$ cat src/include/ppc_pkg.sv
`default_nettype none
package ppc_pkg;

  ////////////////////////////////////////////////////////////////////////////
  // geometry
  localparam int PPC_PINS = 6;
  localparam int PPC_CODE_W = 2;
  localparam int PPC_CFG_W = PPC_PINS * PPC_CODE_W;
  localparam int PPC_SYNC_W = 2 * PPC_PINS;

  // serial function pins on port 6
  localparam int PPC_SO_PIN = 2;
  localparam int PPC_SI_PIN = 1;
  localparam int PPC_SCK_PIN = 0;

  ////////////////////////////////////////////////////////////////////////////
  // register addresses
  localparam logic [7:0] PPC_ADDR_P5H = 8'hf0;
  localparam logic [7:0] PPC_ADDR_P5L = 8'hf1;
  localparam logic [7:0] PPC_ADDR_P6H = 8'hf2;
  localparam logic [7:0] PPC_ADDR_P6L = 8'hf3;
  localparam logic [7:0] PPC_ADDR_PUR = 8'hf4;
  localparam logic [7:0] PPC_ADDR_ODS = 8'hf5;

  // implemented bits and reset values
  localparam logic [7:0] PPC_MASK_FULL = 8'hff;
  localparam logic [7:0] PPC_MASK_P6H = 8'h0f;
  localparam logic [7:0] PPC_MASK_PIN = 8'h3f;
  localparam logic [7:0] PPC_RST_CFG = 8'h00;
  localparam logic [7:0] PPC_RDATA_NONE = 8'h00;

  ////////////////////////////////////////////////////////////////////////////
  // pin codes
  typedef enum logic [1:0] {
    PPC_P5_IN = 2'b00,
    PPC_P5_IN_PU = 2'b01,
    PPC_P5_NONE = 2'b10,
    PPC_P5_OUT = 2'b11
  } ppc_p5_code_t;

  typedef enum logic [1:0] {
    PPC_P6_IN = 2'b00,
    PPC_P6_ALT = 2'b01,
    PPC_P6_LCD = 2'b10,
    PPC_P6_OUT = 2'b11
  } ppc_p6_code_t;

  ////////////////////////////////////////////////////////////////////////////
  // carriers
  typedef struct packed {
    logic wr;
    logic rd;
    logic [7:0] addr;
    logic [7:0] wdata;
  } ppc_reg_req_t;

  typedef struct packed {
    logic [PPC_PINS-1:0] out;
    logic [PPC_PINS-1:0] oe_n;
    logic [PPC_PINS-1:0] pu;
  } ppc_pad_t;

  typedef struct packed {
    logic [7:0] port5_high_pin_config;
    logic [7:0] port5_low_pin_config;
    logic [7:0] port6_high_pin_config;
    logic [7:0] port6_low_pin_config;
    logic [7:0] port6_pullup_enable;
    logic [7:0] port6_open_drain_select;
    logic [7:0] rdata;
    ppc_pad_t p5;
    ppc_pad_t p6;
    logic [PPC_PINS-1:0] lcd_en;
    logic sdi;
    logic scki;
  } ppc_state_t;

  typedef struct packed {
    logic [PPC_SYNC_W-1:0] s1;
    logic [PPC_SYNC_W-1:0] s2;
  } ppc_sync_state_t;

endpackage : ppc_pkg
`default_nettype wire

$ cat src/hw/ppc_pad_cell.sv
`timescale 1ns/1ns
`default_nettype none
module ppc_pad_cell (
  // drive request
  input wire logic drive_en_i,
  input wire logic drive_val_i,
  input wire logic open_drain_i,
  // pad side
  output logic pad_out_o,
  output logic pad_oe_n_o
);

  // open drain only sinks; a high level is left to the pull-up
  always_comb begin
    pad_out_o = open_drain_i ? 1'b0 : drive_val_i;
    pad_oe_n_o = !(drive_en_i && (!open_drain_i || !drive_val_i));
  end

endmodule : ppc_pad_cell
`default_nettype wire

$ cat src/hw/ppc_port_config.sv
// Overview of operation
// - port 5 pins 5,4 high-byte codes: input, pull-up input, none, output
// - port 5 low byte holds pins 3..0 with the same four codes
// - port 6 pins 5..3: input, reserved, lcd, output; high 7:4 unused
// - port 6 pin 2 code 01 drives serial data out onto the pin
// - port 6 pin 1 code 00 is input that feeds serial data in
// - port 6 pin 0: 00 shift clock in, 01 shift clock out, 10 lcd
// - port 6 pull-up enable register, one bit per pin, bits 7:6 unused
// - port 6 pull-up forced off for output, lcd, serial data out or shift clock out
// - port 6 output type register: 0 push-pull, 1 open-drain
`timescale 1ns/1ns
`default_nettype none
module ppc_port_config (
  // clock and reset
  input wire logic clk_i,
  input wire logic sys_rst_i,
  // register access
  input wire ppc_pkg::ppc_reg_req_t reg_req_i,
  output logic [7:0] reg_rdata_o,
  // port 5 pins
  input wire logic [ppc_pkg::PPC_PINS-1:0] p5_pin_i,
  input wire logic [ppc_pkg::PPC_PINS-1:0] p5_dout_i,
  output ppc_pkg::ppc_pad_t p5_pad_o,
  output logic [ppc_pkg::PPC_PINS-1:0] p5_din_o,
  // port 6 pins
  input wire logic [ppc_pkg::PPC_PINS-1:0] p6_pin_i,
  input wire logic [ppc_pkg::PPC_PINS-1:0] p6_dout_i,
  output ppc_pkg::ppc_pad_t p6_pad_o,
  output logic [ppc_pkg::PPC_PINS-1:0] p6_din_o,
  // lcd driver
  output logic [ppc_pkg::PPC_PINS-1:0] lcd_seg_en_o,
  // serial shifter
  input wire logic sio_so_i,
  input wire logic sio_sck_out_i,
  output logic sio_si_o,
  output logic sio_sck_in_o
);

  localparam int NP = ppc_pkg::PPC_PINS;
  localparam int CW = ppc_pkg::PPC_CODE_W;

  ////////////////////////////////////////////////////////////////////////////
  // state

  // pads idle released, serial inputs idle high
  localparam ppc_pkg::ppc_state_t STATE_RST = '{
    port5_high_pin_config: ppc_pkg::PPC_RST_CFG,
    port5_low_pin_config: ppc_pkg::PPC_RST_CFG,
    port6_high_pin_config: ppc_pkg::PPC_RST_CFG,
    port6_low_pin_config: ppc_pkg::PPC_RST_CFG,
    port6_pullup_enable: ppc_pkg::PPC_RST_CFG,
    port6_open_drain_select: ppc_pkg::PPC_RST_CFG,
    rdata: ppc_pkg::PPC_RDATA_NONE,
    p5: '{out: '0, oe_n: '1, pu: '0},
    p6: '{out: '0, oe_n: '1, pu: '0},
    lcd_en: '0,
    sdi: 1'b1,
    scki: 1'b1
  };

  ppc_pkg::ppc_state_t state_reg;
  ppc_pkg::ppc_state_t state_next;

  logic [ppc_pkg::PPC_CFG_W-1:0] cfg5;
  logic [ppc_pkg::PPC_CFG_W-1:0] cfg6;
  logic [ppc_pkg::PPC_SYNC_W-1:0] din_sync;
  logic [NP-1:0] din5;
  logic [NP-1:0] din6;
  logic [NP-1:0] drv_en5;
  logic [NP-1:0] drv_en6;
  logic [NP-1:0] drv_val6;
  logic [NP-1:0] pu5;
  logic [NP-1:0] pu6;
  logic [NP-1:0] lcd6;
  logic [NP-1:0] pad_out5;
  logic [NP-1:0] pad_oe_n5;
  logic [NP-1:0] pad_out6;
  logic [NP-1:0] pad_oe_n6;
  logic [NP-1:0] ods;

  ////////////////////////////////////////////////////////////////////////////
  // input synchronisers

  ppc_sync u_sync (
    .clk_i(clk_i),
    .sys_rst_i(sys_rst_i),
    .async_i({p6_pin_i, p5_pin_i}),
    .sync_o(din_sync)
  );

  assign din5 = din_sync[NP-1:0];
  assign din6 = din_sync[2*NP-1:NP];

  ////////////////////////////////////////////////////////////////////////////
  // per-pin decode

  // pin i field sits at bits 2i+1:2i of {high[3:0], low}
  assign cfg5 = {state_reg.port5_high_pin_config[3:0],
                 state_reg.port5_low_pin_config};
  assign cfg6 = {state_reg.port6_high_pin_config[3:0],
                 state_reg.port6_low_pin_config};
  assign ods = state_reg.port6_open_drain_select[NP-1:0];

  for (genvar i = 0; i < NP; i++) begin : g_pin
    logic [CW-1:0] c5;
    logic [CW-1:0] c6;
    logic alt_drv;
    assign c5 = cfg5[CW*i +: CW];
    assign c6 = cfg6[CW*i +: CW];
    // only the serial out and clock out pins have a driven alternate
    assign alt_drv = (i == ppc_pkg::PPC_SO_PIN) ||
                     (i == ppc_pkg::PPC_SCK_PIN);

    // code 10 on port 5 does nothing: pin stays a plain input
    assign drv_en5[i] = (c5 == ppc_pkg::PPC_P5_OUT);
    assign pu5[i] = (c5 == ppc_pkg::PPC_P5_IN_PU);

    assign drv_en6[i] = (c6 == ppc_pkg::PPC_P6_OUT) ||
                        ((c6 == ppc_pkg::PPC_P6_ALT) && alt_drv);
    // one continuous driver per bit keeps the vector single-sourced
    assign drv_val6[i] = (c6 != ppc_pkg::PPC_P6_ALT) ? p6_dout_i[i] :
      (i == ppc_pkg::PPC_SO_PIN) ? sio_so_i :
      sio_sck_out_i;
    // reserved code 01 counts as input, so its pull-up is kept
    assign pu6[i] = state_reg.port6_pullup_enable[i] &&
                    ((c6 == ppc_pkg::PPC_P6_IN) ||
                     ((c6 == ppc_pkg::PPC_P6_ALT) && !alt_drv));
    assign lcd6[i] = (c6 == ppc_pkg::PPC_P6_LCD);

    ppc_pad_cell u_pad5 (
      .drive_en_i(drv_en5[i]),
      .drive_val_i(p5_dout_i[i]),
      .open_drain_i(1'b0),
      .pad_out_o(pad_out5[i]),
      .pad_oe_n_o(pad_oe_n5[i])
    );

    ppc_pad_cell u_pad6 (
      .drive_en_i(drv_en6[i]),
      .drive_val_i(drv_val6[i]),
      .open_drain_i(ods[i]),
      .pad_out_o(pad_out6[i]),
      .pad_oe_n_o(pad_oe_n6[i])
    );
  end

  ////////////////////////////////////////////////////////////////////////////
  // next state

  always_comb begin
    state_next = state_reg;
    // writes to unused bits are dropped so they read back zero, except port 5 high bits 7:4, which are stored and read back
    if (reg_req_i.wr) begin
      case (reg_req_i.addr)
        ppc_pkg::PPC_ADDR_P5H: begin
          state_next.port5_high_pin_config =
            reg_req_i.wdata & ppc_pkg::PPC_MASK_FULL;
        end
        ppc_pkg::PPC_ADDR_P5L: begin
          state_next.port5_low_pin_config =
            reg_req_i.wdata & ppc_pkg::PPC_MASK_FULL;
        end
        ppc_pkg::PPC_ADDR_P6H: begin
          state_next.port6_high_pin_config =
            reg_req_i.wdata & ppc_pkg::PPC_MASK_P6H;
        end
        ppc_pkg::PPC_ADDR_P6L: begin
          state_next.port6_low_pin_config =
            reg_req_i.wdata & ppc_pkg::PPC_MASK_FULL;
        end
        ppc_pkg::PPC_ADDR_PUR: begin
          state_next.port6_pullup_enable =
            reg_req_i.wdata & ppc_pkg::PPC_MASK_PIN;
        end
        ppc_pkg::PPC_ADDR_ODS: begin
          state_next.port6_open_drain_select =
            reg_req_i.wdata & ppc_pkg::PPC_MASK_PIN;
        end
        default: begin
        end
      endcase
    end
    // a read in the same cycle as a write returns the old value
    if (reg_req_i.rd) begin
      case (reg_req_i.addr)
        ppc_pkg::PPC_ADDR_P5H: state_next.rdata =
          state_reg.port5_high_pin_config;
        ppc_pkg::PPC_ADDR_P5L: state_next.rdata =
          state_reg.port5_low_pin_config;
        ppc_pkg::PPC_ADDR_P6H: state_next.rdata =
          state_reg.port6_high_pin_config;
        ppc_pkg::PPC_ADDR_P6L: state_next.rdata =
          state_reg.port6_low_pin_config;
        ppc_pkg::PPC_ADDR_PUR: state_next.rdata =
          state_reg.port6_pullup_enable;
        ppc_pkg::PPC_ADDR_ODS: state_next.rdata =
          state_reg.port6_open_drain_select;
        default: state_next.rdata = ppc_pkg::PPC_RDATA_NONE;
      endcase
    end
    state_next.p5.out = pad_out5;
    state_next.p5.oe_n = pad_oe_n5;
    state_next.p5.pu = pu5;
    state_next.p6.out = pad_out6;
    state_next.p6.oe_n = pad_oe_n6;
    state_next.p6.pu = pu6;
    state_next.lcd_en = lcd6;
    // serial inputs idle high when the pin is not in input mode
    state_next.sdi = (g_pin[ppc_pkg::PPC_SI_PIN].c6 == ppc_pkg::PPC_P6_IN) ?
      din6[ppc_pkg::PPC_SI_PIN] : 1'b1;
    state_next.scki = (g_pin[ppc_pkg::PPC_SCK_PIN].c6 == ppc_pkg::PPC_P6_IN) ?
      din6[ppc_pkg::PPC_SCK_PIN] : 1'b1;
  end

  always_ff @(posedge clk_i) begin
    if (sys_rst_i) begin
      state_reg <= STATE_RST;
    end else begin
      state_reg <= state_next;
    end
  end

  ////////////////////////////////////////////////////////////////////////////
  // outputs

  assign reg_rdata_o = state_reg.rdata;
  assign p5_pad_o = state_reg.p5;
  assign p6_pad_o = state_reg.p6;
  assign p5_din_o = din5;
  assign p6_din_o = din6;
  assign lcd_seg_en_o = state_reg.lcd_en;
  assign sio_si_o = state_reg.sdi;
  assign sio_sck_in_o = state_reg.scki;

  for (genvar i = 0; i < NP; i++) begin : g_chk
    if (i >= 4) begin : g_hi

    end else begin : g_lo

    end

  end
endmodule : ppc_port_config
`default_nettype wire

$ cat src/hw/ppc_sync.sv
`timescale 1ns/1ns
`default_nettype none
module ppc_sync (
  // clock and reset
  input wire logic clk_i,
  input wire logic sys_rst_i,
  // pin levels
  input wire logic [ppc_pkg::PPC_SYNC_W-1:0] async_i,
  output logic [ppc_pkg::PPC_SYNC_W-1:0] sync_o
);

  ppc_pkg::ppc_sync_state_t state_reg;
  ppc_pkg::ppc_sync_state_t state_next;

  // s1 feeds s2 only, never any logic
  always_comb begin
    state_next = state_reg;
    state_next.s1 = async_i;
    state_next.s2 = state_reg.s1;
  end

  always_ff @(posedge clk_i) begin
    if (sys_rst_i) begin
      state_reg <= '0;
    end else begin
      state_reg <= state_next;
    end
  end

  assign sync_o = state_reg.s2;

endmodule : ppc_sync
`default_nettype wire

$ cat config.mk
export PLATFORM = sky130hd
export DESIGN_NAME = ppc_port_config
export DESIGN_NICKNAME = d
export VERILOG_FILES = /design/src/include/ppc_pkg.sv /design/src/hw/ppc_pad_cell.sv /design/src/hw/ppc_port_config.sv /design/src/hw/ppc_sync.sv
export SDC_FILE = /design/constraint.sdc
export NUM_CORES = 1
export LEC_CHECK = 0
export ABC_CLOCK_PERIOD_IN_PS = 1080
export BUFFER_PORTS_ARGS = -buffer_cell sky130_fd_sc_hd__buf_2
export CAP_MARGIN = 5
export CELL_PAD_IN_SITES_DETAIL_PLACEMENT = 0
export CELL_PAD_IN_SITES_GLOBAL_PLACEMENT = 2
export CORE_MARGIN = 10
export CORE_UTILIZATION = 35
export CTS_BUF_LIST = sky130_fd_sc_hd__clkbuf_4
export CTS_CLUSTER_DIAMETER = 100
export DETAILED_ROUTE_END_ITERATION = 10
export PLACE_DENSITY_LB_ADDON = 0.1
export SLEW_MARGIN = 30
export SYNTH_ARGS = -nofsm -noshare
export SYNTH_HDL_FRONTEND = slang
export SYNTH_SLANG_ARGS = --single-unit
$ cat constraint.sdc
create_clock -name clk_i -period 1.08 [get_ports clk_i]
set_input_delay 0.054 -clock clk_i [delete_from_list [all_inputs] [get_ports clk_i]]
set_output_delay 0.054 -clock clk_i [all_outputs]
set_load 0.02 [all_outputs]
==> metrics, run 1 <==
Crit Reg-Reg Startpoint ods[3]; placed instance count 693; number of global-route vias before repair 3445; Reg-to-Reg End reg_rdata_o[3]; Top FF cell, synth dfxtp_1; Die Area 18300 um2; Max clock buf depth 2; Post-synth EDFFs 0; Tmin final 1.08 ns; Fmax 0.924 GHz; Buf+Inv Stages, Crit Path 0; Placer Congestion 0.795; Max Slew Vio Count 0; Setup Crit Path Kind reg -> reg; Hold Path End reg_rdata_o[0]; Via density 4.44; IO Port Bufs 109; Ports 110; CP required 1.48 ns; initial antenna violation count 1; Cells after Synth 436; synth cell count leaders dfxtp_1 (116), nand2b_1 (54), buf_4 (51); worst-margin pin slew 0.397 ns; WL/cell 16.0 um; GRT Util Overall 13.5%; RSZ-0062 raised after global routing yes; delay-heaviest family, CP flip-flops; die span in x 135 um; Final Total Pwr 8.82 mW; H-tree levels 4; largest net degree at the start of global routing 37; area leader, netlist dfxtp_1; failing checks negative setup slack; WHS Path Cells 5; first-pass detailed-route iteration total 4; maximum fanout along the worst path 2; CP arrival 1.48 ns; asr flop ratio synth 0%; CTS tree done; period utilization 100%; DR iter-0 viols 87; Unique masters post-synth 33; share of Yosys cell area claimed by the top area cell type 49.8%; synth warn 0; Area growth, synth to finish 42.1%; Fill cells 1240; Cell Pwr Density 1330 nW/um2; Max VDD drop 0.781 mV; Syn Area/Cell 10.7 um2; final setup vio count 1; CP max stage delay 0.32 ns; Mapped Nets 482; layout cell share with drive strength beyond 1 48.4%; DIE HEIGHT 135 um; reg2reg setup slack -0.002 ns; crit end category flip-flop; first-pass GRT wire length 19000 um; MaxCap Viol Count 0; worst min path class in -> reg; core box area 13100 um2; Worst Skew 0.0100 ns; Nets 625; GR Overflow Total 0; Worst Reg2Reg Path Length in Cells 3; Worst-path clk slew 0.10 ns; Antenna Nets Post-Route 0; Lkg Pwr 2.94 nW; final WL 12300 um; HPWL after DPL 8630 um; non-filler instance count after layout 768; Mapped Area 4660 um2; Initial Utilization 35.5%; final number of hold-violating endpoints 0; DRC 0; Worst path slowest cell dfxtp_1; Core Rows 42; CP Launch Type flip-flop; final setup margin -0.00234 ns; Worst-Skew Late Latency 0.53 ns; sequential fraction of the synthesis area 49.8%; CP Cell Sequence mux2_1 -> a22oi_2 -> a311oi_2; hold wc startpoint reg_req_i[11]; #FFs+latches synth 116; # clock sinks 116; Rel. slew slack 73.4%; TritonCTS Buffers 17; vias after detailed routing 3413; outcome complete, but fails checks; CTS Root Buffer Type clkbuf_4; most common cell in the netlist dfxtp_1; synth top area cells dfxtp_1 (50%), mux2i_1 (9.9%), buf_4 (8.2%)
per-layer routing:
metal	track usage (%)	part of all wire (%)	vias to the layer above	routed length, um
met5	0	0	-	0
met4	4.67	1.3	0	163
met3	5.19	6.9	12	841
met2	20.2	45	94	5560
met1	17.4	46	1591	5710
li1	-	-	1716	-
worst max-delay path by stage:
stage / start / end / slack, ns / depth (start not counted)
global placement: reg_req_i[8] / cfg5[0] / -0.13 / 4
CTS: reg_rdata_o[2] / reg_rdata_o[2] / -0.05 / 1
global route: reg_rdata_o[0] / reg_rdata_o[0] / -0.07 / 1
detailed placement: reg_req_i[8] / reg_rdata_o[5] / -0.15 / 5
floorplan: ods[2] / reg_rdata_o[2] / 0.09 / 3
finish: ods[3] / reg_rdata_o[3] / -0.002 / 3
report_power, final:
part / leakage [nW] / switching (mW) / internal (mW) / total (mW)
logic: 1.80 / 0.331 / 0.427 / 0.758
registers: 0.964 / 0.0268 / 4.35 / 4.38
clock network: 0.181 / 1.61 / 2.08 / 3.69
placed cells by master (no fill, tap or decap), types with 36 or more instances in the layout:
cell	synthesis	routed
dfxtp_2	0	70
buf_6	5	65
nand2b_1	54	54
mux2i_1	46	46
dfxtp_1	116	44
buf_2	3	44
dlygate4sd3_1	0	42
buf_4	51	38
nor2b_1	37	36
tightest hold or removal path, stage by stage:
cell,delay [ns]
buf_2,0.13
nor2b_1,0.05
buf_4,0.15
a21oi_1,0.14
a311oi_1,0.05
stage by stage:
step	hold WS (ns)	TNS [ns]	util (%)	cell area, um2	setup slack, ns
after CTS	0.0471	-0.355	49.6	6520	-0.0492
after global routing	0.0559	-1.82	50.4	6620	-0.0669
final	0.0809	-0.00234	50.4	6620	-0.00234
after detailed placement	0.267	-4.22	40.4	5310	-0.150
after floorplan	0.179	0	-	4660	0.0854
after global placement	0.261	-4.26	40.4	5310	-0.133
cell families (layout without fill, tap and decap cells):
group / Yosys count / in the layout / share of synthesized area [%]
and+or+nand+nor: 150 / 150 / 20.2
DFF: 116 / 116 / 49.8
buffers and inverters: 73 / 228 / 10.9
muxes: 66 / 66 / 14.7
AOI/OAI and AO/OA: 31 / 31 / 4.45
other: 0 / 1 / 0
timing repair:
item / 4_1_cts / 5_1_grt
setup endpoints to repair: 69 / 77
gates resized for setup: 179 / 34
hold buffers: 42 / 0
cloned: 0 / 1
setup buffers: 0 / 0
endpoints found under the hold margin: 89 / 0
pin swaps: 1 / 0
final cells by class:
cell class	count	area [um2]	area share, %
sequential	116	2420	36.5
multi-input combinational	247	1860	28.1
timing repair buffer	195	1780	26.9
tap	176	220	3.33
clock inverter	12	186	2.82
clock buffer	19	143	2.15
inverter	2	7.51	0.113
antenna	1	2.50	0.0378
(Power assumes the default switching activity.)
==> run 2, diff against run 1 <==
Settings changed: ABC_AREA from default to 1, CORE_UTILIZATION 35 to 32.
==> metrics, run 2 <==
asr flop ratio synth 0% (unchanged); GR Overflow Total 0 (unchanged); Top FF cell, synth dfxtp_1; core box area 13400 um2 (+2.0%); Fill cells 1361 (+9.8%); #FFs+latches synth 116 (unchanged); worst-margin pin slew 0.436 ns (+0.0393 ns); placed instance count 775 (+12%); Core Rows 42 (unchanged); area of the multi-input gates 1360 um2 (-27%); reg2reg setup slack 0.08 ns (+0.08 ns); Worst Reg2Reg Path Length in Cells 4 (+1); DR iter-0 viols 200 (+130%); Ports 110 (unchanged); Post-synth EDFFs 0 (unchanged); Synth Area in XOR/XNOR 0% (unchanged); Die Area 19000 um2 (+3.4%); synth warn 0 (unchanged); Reg-to-Reg End p6_pad_o[9]; Mapped Area 4430 um2 (-5.0%); Mapped Nets 573 (+19%); Tmin final 1.08 ns (-0.00401 ns); Initial Utilization 33.1% (-2.4 points); DRC 0 (unchanged); CP Cell Sequence buf_6; area leader, netlist dfxtp_1; synth cell count leaders dfxtp_1 (116), inv_1 (71), buf_4 (54); final WL 12700 um (+3.2%); Ant. Diodes 0 (-1); period utilization 99.8% (-0.37 points); CP Launch Type flip-flop; number of global-route vias before repair 3685 (+7.0%); CP arrival 1.02 ns (-0.46 ns); Synth Area in Adders 0% (unchanged); CP Launch Point reg_rdata_o[3]; crit end category output port; maximum fanout along the worst path 2 (unchanged); Synth Area in Simple Gates 16.4% (-3.7 points); DIE HEIGHT 138 um (+1.7%); outcome complete, no violations; CP Depth 1 (-2); Syn Area/Cell 8.41 um2 (-21%); initial antenna violation count 0 (-1); worst min path class in -> reg; Synth Area in Compound Gates 13.9% (+9.4 points); most common cell in the netlist dfxtp_1; Worst path slowest cell dfxtp_2; RSZ-0062 raised after global routing yes; # clock sinks 116 (unchanged); FF/Latch Area 2410 um2 (-0.47%); Placer Congestion 0.785 (-1.2%); vias after detailed routing 3727 (+9.2%); MaxCap Viol Count 0 (unchanged); synth top area cells dfxtp_1 (52%), buf_4 (9.1%), inv_1 (6.0%); WL/cell 15.0 um (-6.3%); IO Port Bufs 109 (unchanged); first-pass GRT wire length 19900 um (+4.6%); layout cell share with drive strength beyond 1 38.8% (-9.6 points); Cell Pwr Density 1340 nW/um2 (+0.76%); Area growth, synth to finish 39.2%; most frequent cells in the layout inv_1 (70), dfxtp_2 (67), buf_6 (64), a21oi_1 (53), dfxtp_1 (49); largest family of logic cells by synthesized area buffers and inverters; share of Yosys cell area claimed by the top area cell type 52.4% (+2.6 points); final setup vio count 0 (-1); CP max stage delay 0.37 ns (+0.05 ns); commonest non-fill, non-tap cell in the layout inv_1; setup slack at placement -0.244 ns (-0.0942 ns); sequential fraction of the synthesis area 52.4% (+2.6 points); Max Slew Vio Count 0 (unchanged); delay-heaviest family, CP flip-flops; final setup margin 0.00167 ns (+0.00401 ns); Worst-Skew Late Latency 0.53 ns (about the same); TritonCTS Buffers 17 (unchanged); Setup TNS 0 ns (+0.00234 ns); Max clock buf depth 2 (unchanged); Max VDD drop 0.579 mV (-26%); Placed Area 5010 um2 (-5.7%); mux cell area share after synthesis 0.226% (-14 points); final number of hold-violating endpoints 0 (unchanged); Worst Skew 0.00962 ns (-0.000381 ns); CTS tree done; Nets 704 (+13%); Setup Crit Path Kind reg -> out; Via density 4.41 (-0.87%); H-tree levels 4 (unchanged); CP required 1.03 ns (-0.45 ns); end of the critical path reg_rdata_o[3]; Worst-path clk slew 0.10 ns (about the same); post-route cell area 6170 um2 (-6.9%); Cells after Synth 527 (+21%); Unique masters post-synth 27 (-18%); GRT Util Overall 13.8% (+0.29 points); Crit Reg-Reg Startpoint cfg6[7]; largest net degree at the start of global routing 48 (+30%); first-pass detailed-route iteration total 4 (unchanged); die span in x 138 um (+1.7%); Buf+Inv Stages, Crit Path 1 (+1); HPWL after DPL 9260 um (+7.3%); non-filler instance count after layout 846 (+10%); Core Util, Final 46.0% (-4.4 points); Rel. slew slack 70.9% (-2.6 points); CTS Root Buffer Type clkbuf_4; Antenna Nets Post-Route 0 (unchanged); Fmax 0.927 GHz (+0.37%); Lkg Pwr 2.64 nW (-10%)
run 2: changes by cell type after synthesis, sizes merged, moves of 40 or more:
| cell | before | now |
|---|---|---|
| nor2 | 16 | 59 |
| o21ai | 0 | 49 |
| inv | 2 | 72 |
| a21oi | 13 | 53 |
| nand2b | 54 | 0 |
| mux2i | 46 | 1 |
run 2: cell type report:
type / instances / area share (%)
clock buffers: 18 / 2.19
clock inverters: 13 / 2.29
inverters: 74 / 4.56
multi-input cells: 268 / 22.0
flip-flops and latches: 116 / 39.0
well taps: 176 / 3.57
repair buffers: 181 / 26.4
run 2: tightest hold or removal path: stages:
cell and delay, ns:
buf_2 0.07, inv_1 0.10, nor2_1 0.13, a21oi_1 0.06
nor3_1 0.12
run 2: stage by stage:
stage / hold slack, ns / total power, mW
global placement: 0.253 / 5.02
detailed placement: 0.259 / 5.03
floorplan: 0.161 / 4.80
CTS: 0.0296 / 8.41
finish: 0.0563 / 8.28
global route: 0.0823 / 8.65
run 2: logic make-up after synthesis:
family	after synthesis
simple gates	151
buf+inv	143
compound gates	116
flops	116
mux	1
run 2: what timing repair did:
action,in CTS,in global routing
pin swaps,0,1
hold endpoints to repair,92,0
setup endpoints to repair,64,66
resized for setup,184,13
buffers inserted,4,0
hold buffers,36,0
run 2: how the worst min path moves through the flow:
stage,startpoint,to,slack (ns),depth (start not counted)
after floorplan,p5_dout_i[0],p5_pad_o[12],0.16,2
after global placement,p5_dout_i[4],p5_pad_o[16],0.25,3
after detailed placement,p5_pin_i[5],u_sync.state_next[5],0.26,3
after CTS,sio_sck_out_i,p6_pad_o[12],0.03,5
after global routing,sio_sck_out_i,p6_pad_o[15],0.08,5
final,sio_sck_out_i,p6_pad_o[16],0.06,5
run 2: power by group:
part | switching [mW] | internal (mW) | total, mW | leakage (nW)
Clock | 1.60 | 1.57 | 3.17 | 0.150
Combinational | 0.365 | 0.342 | 0.707 | 1.53
Sequential | 0.0367 | 4.37 | 4.40 | 0.961
Total | 2.00 | 6.28 | 8.28 | 2.64
run 2: routing by layer:
layer	up-vias	share of wire, %	track usage [%]
li1	1922	-	-
met1	1682	46	17.4
met2	106	45	21.0
met3	17	7.4	4.77
met4	0	1.8	5.62
met5	-	0	0
==> run 3, diff against run 2 <==
Settings changed: SETUP_SLACK_MARGIN from default to 0.05.
==> metrics, run 3 (same netlist as run 2, synthesis figures left out) <==
outcome complete, but fails checks; failing checks negative hold slack; CP Launch Type flip-flop; placed instance count 777 (+0.26%); Worst-Skew Late Latency 0.54 ns (about the same); first-pass GRT wire length 20300 um (+1.8%); Max Slew Vio Count 0 (unchanged); Max VDD drop 0.662 mV (+14%); DRC 0 (unchanged); Worst Reg2Reg Path Length in Cells 5 (+1); final number of hold-violating endpoints 13 (+13); first-pass detailed-route iteration total 6 (+2); Hold Buf Count CTS 54 (+50%); period utilization 98.5% (-1.3 points); CTS Root Buffer Type clkbuf_4; Fill cells 1322 (-2.9%); initial antenna violation count 0 (unchanged); GR Overflow Total 0 (unchanged); Fmax 0.940 GHz (+1.3%); vias after detailed routing 3825 (+2.6%); Hold Path End p6_pad_o[2]; Worst-path clk slew 0.10 ns (about the same); maximum fanout along the worst path 2 (unchanged); worst-margin pin slew 0.557 ns (+0.121 ns); Rel. slew slack 62.7% (-8.1 points); most frequent cells in the layout dfxtp_2 (72), inv_1 (70), buf_6 (64), dlygate4sd3_1 (54), a21oi_1 (51); Core Rows 42 (unchanged); Worst Skew 0.0103 ns (+0.000706 ns); GRT Util Overall 14.1% (+0.36 points); Ports 110 (unchanged); WL/cell 14.9 um (-0.62%); Tmin final 1.06 ns (-0.0142 ns); Max clock buf depth 2 (unchanged); DR iter-0 viols 172 (-14%); CP required 1.03 ns (about the same); layout cell share with drive strength beyond 1 39.9% (+1.1 points); WHS Path Cells 2 (-3); hold wc startpoint sys_rst_i; CP Cell Sequence buf_6; Nets 723 (+2.7%); die span in x 138 um (unchanged); Placer Congestion 0.822 (+4.7%); CP max stage delay 0.36 ns (about the same); CTS tree done; number of global-route vias before repair 3842 (+4.3%); largest net degree at the start of global routing 43 (-10%); Buf+Inv Stages, Crit Path 1 (unchanged); CP arrival 1.01 ns (about the same); # clock sinks 116 (unchanged); DIE HEIGHT 138 um (unchanged); H-tree levels 4 (unchanged); Setup Crit Path Kind reg -> out; Initial Utilization 33.1% (unchanged); MaxCap Viol Count 0 (unchanged); Via density 4.42 (+0.38%); final setup vio count 0 (unchanged); CP Launch Point reg_rdata_o[3]; worst min path class in -> reg; TritonCTS Buffers 17 (unchanged); non-filler instance count after layout 865 (+2.2%); core box area 13400 um2 (unchanged); RSZ-0062 raised after global routing yes; Antenna Nets Post-Route 0 (unchanged); delay-heaviest family, CP flip-flops; Hold Slack -0.232 ns (-0.288 ns); final WL 12900 um (+1.6%); Lkg Pwr 2.78 nW (+5.4%); HPWL after DPL 9250 um (about the same); reg2reg setup slack 0.09 ns (about the same); IO Port Bufs 109 (unchanged); Reg-to-Reg End reg_rdata_o[1]; commonest non-fill, non-tap cell in the layout dfxtp_2; Cell Pwr Density 1340 nW/um2 (-0.31%); Setup TNS 0 ns (unchanged); crit end category output port; Ant. Diodes 0 (unchanged); Area growth, synth to finish 45.4%; Die Area 19000 um2 (unchanged); Crit Reg-Reg Startpoint cfg6[9]; Worst path slowest cell dfxtp_2
==> run 3: area by class of cell <==
type | count | area [um2] | share of cell area, %
clock inverter | 12 | 163 | 2.52
tap | 176 | 220 | 3.42
clock buffer | 19 | 143 | 2.21
inverter | 74 | 282 | 4.37
sequential | 116 | 2420 | 37.5
timing repair buffer | 200 | 1840 | 28.5
multi-input combinational | 268 | 1380 | 21.4
==> run 3: stage by stage <==
step | utilization, % | instance area [um2] | power, mW | setup slack [ns]
CTS | 47.7 | 6400 | 8.74 | -0.0313
finish | 48.1 | 6440 | 8.62 | 0.0158
global route | 48.1 | 6440 | 9.01 | -0.0710
global placement | 37.7 | 5050 | 5.03 | -0.216
floorplan | - | 4440 | 4.80 | 0.0911
detailed placement | 37.7 | 5050 | 5.03 | -0.221
==> run 3: worst max-delay path by stage <==
stage / to / slack, ns / cells past startpoint
final: reg_rdata_o[3] / 0.02 / 1
after global routing: reg_rdata_o[6] / -0.07 / 1
after CTS: reg_rdata_o[2] / -0.03 / 1
after detailed placement: reg_rdata_o[3] / -0.22 / 8
after global placement: reg_rdata_o[3] / -0.22 / 8
after floorplan: cfg6[10] / 0.09 / 7
==> run 3: power breakdown <==
group / switching [mW] / leakage [nW] / internal (mW)
Clock: 1.61 / 0.163 / 1.84
Combinational: 0.374 / 1.66 / 0.391
Sequential: 0.0354 / 0.964 / 4.36
Total: 2.02 / 2.78 / 6.60
==> run 3: layer usage <==
layer	global-route usage (%)	share of wire, %	up-vias
li1	-	-	1971
met1	16.7	43	1741
met2	22.5	47	96
met3	5.43	7.4	17
met4	5.91	1.7	0
met5	0	0	-
==> run 3: repair_timing <==
item                                   4_1_cts  5_1_grt
gates cloned                                 0        0
pin swaps                                    1        2
setup buffers                                2        1
endpoints found under the hold margin      106       16
setup endpoints to repair                   66       78
gates resized for setup                    193       17
